### config.mk
export PLATFORM = sky130hd
export DESIGN_NAME = gpedg_top
export DESIGN_NICKNAME = d
export VERILOG_FILES = /design/src/hw/gpedg_top.v
export VERILOG_INCLUDE_DIRS = /design/src /design/src/hw
export SDC_FILE = /design/constraint.sdc
export NUM_CORES = 1
export LEC_CHECK = 0
export BUFFER_PORTS_ARGS = -buffer_cell sky130_fd_sc_hd__buf_4
export CORE_ASPECT_RATIO = 0.7
export CORE_MARGIN = 1.5
export CORE_UTILIZATION = 57
export DETAILED_ROUTE_END_ITERATION = 10
export GPL_ROUTABILITY_DRIVEN = 0
export PLACE_DENSITY_LB_ADDON = 0.15
export SLEW_MARGIN = 40
export SYNTH_ARGS = -nofsm -noshare
export SYNTH_HDL_FRONTEND = slang
export SYNTH_SLANG_ARGS = --single-unit
export TNS_END_PERCENT = 30
### constraint.sdc
create_clock -name aclk -period 3.1 [get_ports aclk]
set_input_delay 0.62 -clock aclk [delete_from_list [all_inputs] [get_ports aclk]]
set_output_delay 0.62 -clock aclk [all_outputs]
set_load 0.02 [all_outputs]
### src/hw/gpedg_regs.vh
// Register map, field layout and reset values of the pin edge detector.
// Included by the edge detector top; definitions only.
`ifndef GPEDG_REGS_VH
`define GPEDG_REGS_VH

// Pin count (width of the pin-backed registers) and bus address width
`define GPEDG_NPINS 28
`define GPEDG_ADDR_W 8

// Byte offsets of the registers on the bus
`define GPEDG_OFS_RISE 8'h10
`define GPEDG_OFS_FALL 8'h14
`define GPEDG_OFS_EDGE 8'h18
`define GPEDG_OFS_ISTAT 8'h20
`define GPEDG_OFS_IMASK 8'h24

// Split between individual and grouped pin requests
`define GPEDG_SOLO_TOP 10
`define GPEDG_GROUP_LOW 11

// Cycles after reset before the edge detector trusts its samples
`define GPEDG_ARM_WAIT 2'h3

// Reset values (pins 0 and 1 armed on both edges)
`define GPEDG_RST_RISE 28'h0000003
`define GPEDG_RST_FALL 28'h0000003
`define GPEDG_RST_EDGE 28'h0000000
`define GPEDG_RST_IMASK 2'h0
`define GPEDG_RST_ISTAT 2'h0

// Interrupt status field positions
`define GPEDG_IBIT_SOLO 0
`define GPEDG_IBIT_GROUP 1

// AXI response codes
`define GPEDG_RESP_OKAY 2'h0
`define GPEDG_RESP_SLVERR 2'h2

`endif

### src/hw/gpedg_top.v
// Edge detector for 28 general-purpose pins with an AXI4-Lite register slave.
// Assumes the pins are asynchronous to aclk and the master keeps AXI4-Lite
// signalling; one write and one read at most are outstanding.
// Pins may rest high or low; nothing is reported until the sample pipe has
// refilled after reset, so pin changes in the first few cycles go unseen.
// Byte strobes are honoured on every register, the clearing write included.
`timescale 1ns/1ps
`include "gpedg_regs.vh"

module gpedg_top (
    input wire aclk, // System clock, 200 MHz
    input wire aresetn, // Synchronous reset, active low
    input wire [`GPEDG_NPINS-1:0] pin_in, // Asynchronous pin levels
    input wire [`GPEDG_ADDR_W-1:0] s_axi_awaddr, // Write address
    input wire [2:0] s_axi_awprot, // Write protection, unused
    input wire s_axi_awvalid, // Write address valid
    output reg s_axi_awready, // Write address ready
    input wire [31:0] s_axi_wdata, // Write data
    input wire [3:0] s_axi_wstrb, // Write byte strobes
    input wire s_axi_wvalid, // Write data valid
    output reg s_axi_wready, // Write data ready
    output reg [1:0] s_axi_bresp, // Write response
    output reg s_axi_bvalid, // Write response valid
    input wire s_axi_bready, // Write response ready
    input wire [`GPEDG_ADDR_W-1:0] s_axi_araddr, // Read address
    input wire [2:0] s_axi_arprot, // Read protection, unused
    input wire s_axi_arvalid, // Read address valid
    output reg s_axi_arready, // Read address ready
    output reg [31:0] s_axi_rdata, // Read data
    output reg [1:0] s_axi_rresp, // Read response
    output reg s_axi_rvalid, // Read data valid
    input wire s_axi_rready, // Read data ready
    output reg [`GPEDG_SOLO_TOP:0] irq_pin, // Per-pin requests, pins 10..0
    output reg irq_group, // Combined request, pins 27..11
    output reg irq // Masked summary interrupt
);

    // Register select codes, one-hot
    localparam [5:0] SEL_NONE = 6'h01;
    localparam [5:0] SEL_RISE = 6'h02;
    localparam [5:0] SEL_FALL = 6'h04;
    localparam [5:0] SEL_EDGE = 6'h08;
    localparam [5:0] SEL_ISTAT = 6'h10;
    localparam [5:0] SEL_IMASK = 6'h20;
    localparam NP = `GPEDG_NPINS;

    // Address decode, shared by the read and write paths
    function [5:0] reg_sel;
        input [`GPEDG_ADDR_W-1:0] a;
        begin
            case (a)
                `GPEDG_OFS_RISE: reg_sel = SEL_RISE;
                `GPEDG_OFS_FALL: reg_sel = SEL_FALL;
                `GPEDG_OFS_EDGE: reg_sel = SEL_EDGE;
                `GPEDG_OFS_ISTAT: reg_sel = SEL_ISTAT;
                `GPEDG_OFS_IMASK: reg_sel = SEL_IMASK;
                default: reg_sel = SEL_NONE;
            endcase
        end
    endfunction

    // Expand byte strobes to a bit mask over the pin-backed width
    function [NP-1:0] lane_mask;
        input [3:0] s;
        begin
            lane_mask = {{4{s[3]}}, {8{s[2]}}, {8{s[1]}}, {8{s[0]}}};
        end
    endfunction

    // Byte-lane merge of a write into a register image
    function [NP-1:0] lane_merge;
        input [NP-1:0] old;
        input [NP-1:0] upd;
        input [NP-1:0] m;
        begin
            lane_merge = (old & ~m) | (upd & m);
        end
    endfunction

    // Pin synchroniser, previous sample and detector state
    reg [NP-1:0] pin_meta;
    reg [NP-1:0] pin_sync;
    reg [NP-1:0] pin_prev;
    reg [1:0] arm_cnt;
    wire armed;
    wire [NP-1:0] edge_hit;
    wire [NP-1:0] edge_clr;
    wire [NP-1:0] next_edge_stat;

    // Software-visible registers
    reg [NP-1:0] rise_sel;
    reg [NP-1:0] fall_sel;
    reg [NP-1:0] edge_stat;
    reg [1:0] int_stat;
    reg [1:0] int_mask;

    // Write channel holding state
    reg aw_held;
    reg w_held;
    reg [`GPEDG_ADDR_W-1:0] awaddr_q;
    reg [31:0] wdata_q;
    reg [3:0] wstrb_q;

    // Two flip-flops per pin before any logic looks at the level
    always @(posedge aclk) begin
        if (!aresetn) begin
            pin_meta <= {NP{1'b0}};
            pin_sync <= {NP{1'b0}};
            pin_prev <= {NP{1'b0}};
        end else begin
            pin_meta <= pin_in;
            pin_sync <= pin_meta;
            pin_prev <= pin_sync;
        end
    end

    // Detection off while the pipe refills; its reset zeros would
    // otherwise look like a rising edge on every pin resting high
    always @(posedge aclk) begin
        if (!aresetn) begin
            arm_cnt <= 2'h0;
        end else if (arm_cnt != `GPEDG_ARM_WAIT) begin
            arm_cnt <= arm_cnt + 2'h1;
        end
    end

    // Armed once the fill count is reached
    assign armed = (arm_cnt == `GPEDG_ARM_WAIT);

    // Per-pin edge qualification; idle until the first true sample pair
    genvar g;
    generate
        for (g = 0; g < NP; g = g + 1) begin : g_pin
            wire rose = pin_sync[g] & ~pin_prev[g];
            wire fell = ~pin_sync[g] & pin_prev[g];
            // Either select may qualify, zero blocks its kind
            assign edge_hit[g] = armed & ((rose & rise_sel[g]) | (fell & fall_sel[g]));
            // Set beats clear, so an edge during a clearing write is kept
            assign next_edge_stat[g] = (edge_stat[g] & ~edge_clr[g]) | edge_hit[g];
        end
    endgenerate

    // Write handshake and commit decision
    wire aw_take = s_axi_awvalid & s_axi_awready;
    wire w_take = s_axi_wvalid & s_axi_wready;
    wire aw_have = aw_held | aw_take;
    wire w_have = w_held | w_take;
    wire do_write = aw_have & w_have & ~s_axi_bvalid;
    wire [`GPEDG_ADDR_W-1:0] wr_addr = aw_held ? awaddr_q : s_axi_awaddr;
    wire [31:0] wr_data = w_held ? wdata_q : s_axi_wdata;
    wire [3:0] wr_strb = w_held ? wstrb_q : s_axi_wstrb;
    wire [5:0] wr_sel = do_write ? reg_sel(wr_addr) : 6'h00;
    wire [NP-1:0] wr_mask = lane_mask(wr_strb);
    wire next_aw_held = aw_have & ~do_write;
    wire next_w_held = w_have & ~do_write;
    wire next_bvalid = do_write | (s_axi_bvalid & ~s_axi_bready);

    // Read handshake
    wire ar_take = s_axi_arvalid & s_axi_arready;
    wire [5:0] rd_sel = reg_sel(s_axi_araddr);
    wire next_rvalid = ar_take | (s_axi_rvalid & ~s_axi_rready);

    // Edge status: clear by writing one, but a fresh edge always wins
    assign edge_clr = (wr_sel == SEL_EDGE) ? (wr_data[NP-1:0] & wr_mask) : {NP{1'b0}};

    // Interrupt events: any new edge in the solo or grouped range
    wire [1:0] int_event = {|edge_hit[NP-1:`GPEDG_GROUP_LOW], |edge_hit[`GPEDG_SOLO_TOP:0]};

    // Reading the summary status clears it; a same-cycle event is kept
    wire istat_rd = ar_take & (rd_sel == SEL_ISTAT);
    wire [1:0] next_int_stat = (istat_rd ? 2'h0 : int_stat) | int_event;
    wire [1:0] next_int_mask = (wr_sel == SEL_IMASK) ?
        ((int_mask & ~wr_mask[1:0]) | (wr_data[1:0] & wr_mask[1:0])) : int_mask;

    // Request levels taken from the next status image
    wire [`GPEDG_SOLO_TOP:0] next_irq_pin = next_edge_stat[`GPEDG_SOLO_TOP:0];
    wire next_irq_group = |next_edge_stat[NP-1:`GPEDG_GROUP_LOW];
    wire next_irq = |(next_int_stat & next_int_mask);

    // Unmapped addresses answer with an error and change nothing
    wire [1:0] wr_resp = (wr_sel == SEL_NONE) ? `GPEDG_RESP_SLVERR : `GPEDG_RESP_OKAY;
    wire [1:0] rd_resp = (rd_sel == SEL_NONE) ? `GPEDG_RESP_SLVERR : `GPEDG_RESP_OKAY;

    // Read data mux; reserved bits and unmapped addresses read zero
    reg [31:0] rd_word;
    always @* begin
        rd_word = 32'h00000000;
        case (rd_sel)
            SEL_RISE: rd_word = {4'h0, rise_sel};
            SEL_FALL: rd_word = {4'h0, fall_sel};
            SEL_EDGE: rd_word = {4'h0, edge_stat};
            SEL_ISTAT: rd_word = {30'h0, int_stat};
            SEL_IMASK: rd_word = {30'h0, int_mask};
            default: rd_word = 32'h00000000;
        endcase
    end

    // Select registers with byte-lane writes; only bits 27..0 exist
    always @(posedge aclk) begin
        if (!aresetn) begin
            rise_sel <= `GPEDG_RST_RISE;
            fall_sel <= `GPEDG_RST_FALL;
        end else begin
            if (wr_sel == SEL_RISE) begin
                rise_sel <= lane_merge(rise_sel, wr_data[NP-1:0], wr_mask);
            end
            if (wr_sel == SEL_FALL) begin
                fall_sel <= lane_merge(fall_sel, wr_data[NP-1:0], wr_mask);
            end
        end
    end

    // Status bits and summary interrupt state
    always @(posedge aclk) begin
        if (!aresetn) begin
            edge_stat <= `GPEDG_RST_EDGE;
            int_stat <= `GPEDG_RST_ISTAT;
            int_mask <= `GPEDG_RST_IMASK;
        end else begin
            edge_stat <= next_edge_stat;
            int_stat <= next_int_stat;
            int_mask <= next_int_mask;
        end
    end

    // Request outputs register the next status so they rise with it
    always @(posedge aclk) begin
        if (!aresetn) begin
            irq_pin <= {(`GPEDG_SOLO_TOP+1){1'b0}};
            irq_group <= 1'b0;
            irq <= 1'b0;
        end else begin
            irq_pin <= next_irq_pin;
            irq_group <= next_irq_group;
            irq <= next_irq;
        end
    end

    // Write channel: capture address and data in either order
    always @(posedge aclk) begin
        if (!aresetn) begin
            aw_held <= 1'b0;
            w_held <= 1'b0;
            awaddr_q <= {`GPEDG_ADDR_W{1'b0}};
            wdata_q <= 32'h00000000;
            wstrb_q <= 4'h0;
            s_axi_awready <= 1'b0;
            s_axi_wready <= 1'b0;
            s_axi_bvalid <= 1'b0;
            s_axi_bresp <= `GPEDG_RESP_OKAY;
        end else begin
            if (aw_take) begin
                awaddr_q <= s_axi_awaddr;
            end
            if (w_take) begin
                wdata_q <= s_axi_wdata;
                wstrb_q <= s_axi_wstrb;
            end
            aw_held <= next_aw_held;
            w_held <= next_w_held;
            // Ready again only once the previous response has gone
            s_axi_awready <= ~next_aw_held & ~next_bvalid;
            s_axi_wready <= ~next_w_held & ~next_bvalid;
            s_axi_bvalid <= next_bvalid;
            if (do_write) begin
                s_axi_bresp <= wr_resp;
            end
        end
    end

    // Read channel: data registered one cycle after the address
    always @(posedge aclk) begin
        if (!aresetn) begin
            s_axi_arready <= 1'b0;
            s_axi_rvalid <= 1'b0;
            s_axi_rdata <= 32'h00000000;
            s_axi_rresp <= `GPEDG_RESP_OKAY;
        end else begin
            s_axi_arready <= ~next_rvalid;
            s_axi_rvalid <= next_rvalid;
            if (ar_take) begin
                s_axi_rdata <= rd_word;
                s_axi_rresp <= rd_resp;
            end
        end
    end

endmodule // gpedg_top

==> results.md <==
* Final HPWL DP at between 15000 and 20000 µm
* Setup Total Neg Slack at 0 ns
* RR Startpoint: aw_held
* XOR/XNOR share of the synthesized area at less than 1%
* Yosys cell types at 61
* H-tree levels at 1
* Synth Area per Inst at 8.926 µm²
* Reg2reg end: edge_stat[7]
* Pwr Density at 568.0 nW/µm²
* CP peak stage delay at around 0.5 ns
* #FFs+latches synth at around 250
* Final worst setup slack at 0.3757 ns
* RSZ-0062 raised after global routing: no
* Fin nets at approximately 1300
* FF-to-FF path depth at 8
* Post-synthesis simple-gate area fraction at a little under a quarter
* Starting Density at 58.13%
* Final Hold Viols at 0
* Vias in the first global route at 7672
* Fmax at ~370 MHz
* Post_cts resized at 0
* Status: complete, no violations
* Cell family contributing the most delay on the critical path: simple AND/OR/NAND/NOR gates
* Main flop type after synthesis: dfxtp_1
* CP endpoint: edge_stat[7]
* YS warnings at 0
* Slew margin rel. at between 40% and 50%
* Initial antenna violation count at 0
* Min-delay src: pin_in[19]
* DR iter-0 viols at between 800 and 900
* Total CTS buffers at 23
* All-layer global routing usage at 27.08%
* Worst-margin pin slew at between 0.7 and 0.8 ns
* Routed WL at 24860 µm
* Cell count along the critical path at 8
* Max Slew Vio Count at 0
* WP data arrival at 3.13 ns
* Complex-gate fraction of the synthesized area at 16.50%
* Largest net degree at the start of global routing at 59
* Die W at 161.2 µm
* DRC Markers at 0
* Slowest CP cell: or3b_2
* Synth cell count leaders: dfxtp_1 (253), nand2_1 (141), nor2_1 (133), a21oi_1 (106), and2_1 (87)
* CP Capture Type: register
* Worst Path Required at 3.50 ns
* P&R area growth vs syn at 18.91%
* Cell with the most instances after synthesis: dfxtp_1
* Clock Sinks at 253
* DR vias at approximately 8400
* Setup-failing EPs final at 0
* Worst-Skew Late Latency at 0.52 ns
* Synth Area in Adders at less than 1%
* Ports at 147
* Startpoint Class: register
* Core Area at 17170 µm²
* Multiplexer area fraction after synthesis at around 4%
* DR vias/cell at between 5 and 6
* Worst-path cell chain: buf_4 -> or3b_2 -> a2111oi_2 -> buf_4 -> nand2_1 -> or2_0 -> o21a_1 -> o21a_1
* 1st-pass router iterations at 5
* Post-synthesis sequential area ratio at 50.75%
* FP Rows at 40
* Crit Path Max Fanout at 9
* Post-Syn Instances at 1118
* Share of the synthesized area in the top cell type at 50.75%
* WP buf/inv at 2
* Post-route minimum period at 2.724 ns
* Async set-reset flop share out of synthesis at 0%
* Leak at 4.412 nW
* Layout cells sized above 1 at roughly 17%
* Maximum root-to-sink buffer count at 3
* Crit path kind: register to register
* Antenna diode count at 0
* CTS clk-pin slew, worst paths at 0.06 ns
* Cts hold-fix bufs at 0
* Dpl ws at 0.1337 ns
* Main combinational cell family by area after synthesis: simple AND/OR/NAND/NOR gates
* VDD IR max at 391.0 µV
* Die height at approximately 110 µm
* Full die area at 18320 µm²
* Reg2reg setup slack at 0.38 ns
* Port Buf Inserts at 130
* Worst min-delay path class: primary input to register
* Global-route wire length before repair at roughly 40000 µm
* GRT overflow at 0
* CTS tree: done
* Synth area leader: dfxtp_1
* Crit share post-route at 87.88%
* Setup bufs post-CTS at 0
* Setup Skew at 0.01679 ns
* Crit path launch: aw_held
* Area contributors post-synth: dfxtp_1 (51%), and2_1 (5.5%), a21oi_1 (5.3%)
* Post-DRT Antenna Nets at 0
* Root Buffer: clkbuf_16
* MaxCap Viol Count at 0
* Syn Std Cell Area at 9980 µm²
* Number of synthesized flops with an enable pin at 0
* Wire per inst at 16.90 µm
[final cells by class]
| cell class | count | area [µm²] |
|---|---|---|
| inverter | 10 | 40.04 |
| tap | 231 | 289.0 |
| multi-input combinational | 774 | 4469 |
| sequential | 253 | 5066 |
| clock buffer | 37 | 698.2 |
| timing repair buffer | 161 | 1246 |
| fill | 1354 | 5300 |
| clock inverter | 5 | 57.56 |
[how the worst min path moves through the flow]
stage	endpoint	slack, ns	cells past startpoint
after floorplan	pin_sync[0]	0.41	1
after global placement	pin_sync[21]	0.42	1
after detailed placement	pin_sync[22]	0.42	1
after CTS	pin_meta[19]	0.29	2
after global routing	pin_meta[19]	0.29	2
final	pin_meta[19]	0.30	2
[layer usage]
layer  track usage (%)  vias to the layer above  share of wire [%]
li1                  -                     4092                  -
met1             40.11                     3946                 48
met2             41.18                      306                 42
met3             4.291                       48                7.6
met4             7.037                        0                2.2
met5                 0                        -                  0
[report_power, final]
part	total [mW]	internal [mW]	switching [mW]
Combinational	0.515	0.214	0.301
Sequential	3.39	3.34	0.0502
Clock	2.83	1.63	1.20
Total	6.74	5.18	1.56
[per-stage QoR]
stage / cell area (µm²) / power [mW] / hold slack, ns / std cells / util [%]
2_1_floorplan: 9998 / 3.751 / 0.4119 / 1123 / -
3_3_place_gp: 11110 / 3.963 / 0.4157 / 1429 / 64.72
3_5_place_dp: 11110 / 3.970 / 0.4177 / 1429 / 64.72
4_1_cts: 11870 / 6.767 / 0.2899 / 1471 / 69.13
5_1_grt: 11870 / 6.952 / 0.2926 / 1471 / 69.13
6_report: 11870 / 6.740 / 0.2993 / 1471 / 69.13
[cell families after synthesis]
family | Yosys count
AOI/OAI and AO/OA | 256
xor gates and xnor gates | 1
adders and majority gates | 1
buffers and inverters | 96
DFF | 253
muxes | 39
other | 1
and+or+nand+nor | 471
[cell usage in the layout (no fill, tap or decap), drive strengths merged, types with 9 or more instances in the layout]
| cell type | instances |
|---|---|
| nor2 | 136 |
| mux2i | 35 |
| a21oi | 106 |
| buf | 161 |
| o21ai | 25 |
| nand4b | 17 |
| nand3b | 32 |
| dfxtp | 253 |
| nand3 | 15 |
| nand2 | 141 |
| a21boi | 9 |
| and2 | 87 |
| clkbuf | 37 |
| a22oi | 28 |
| o21a | 12 |
| a211oi | 50 |
| nor3 | 10 |
| inv | 12 |
Note: power is estimated with default switching activity, not from simulation.
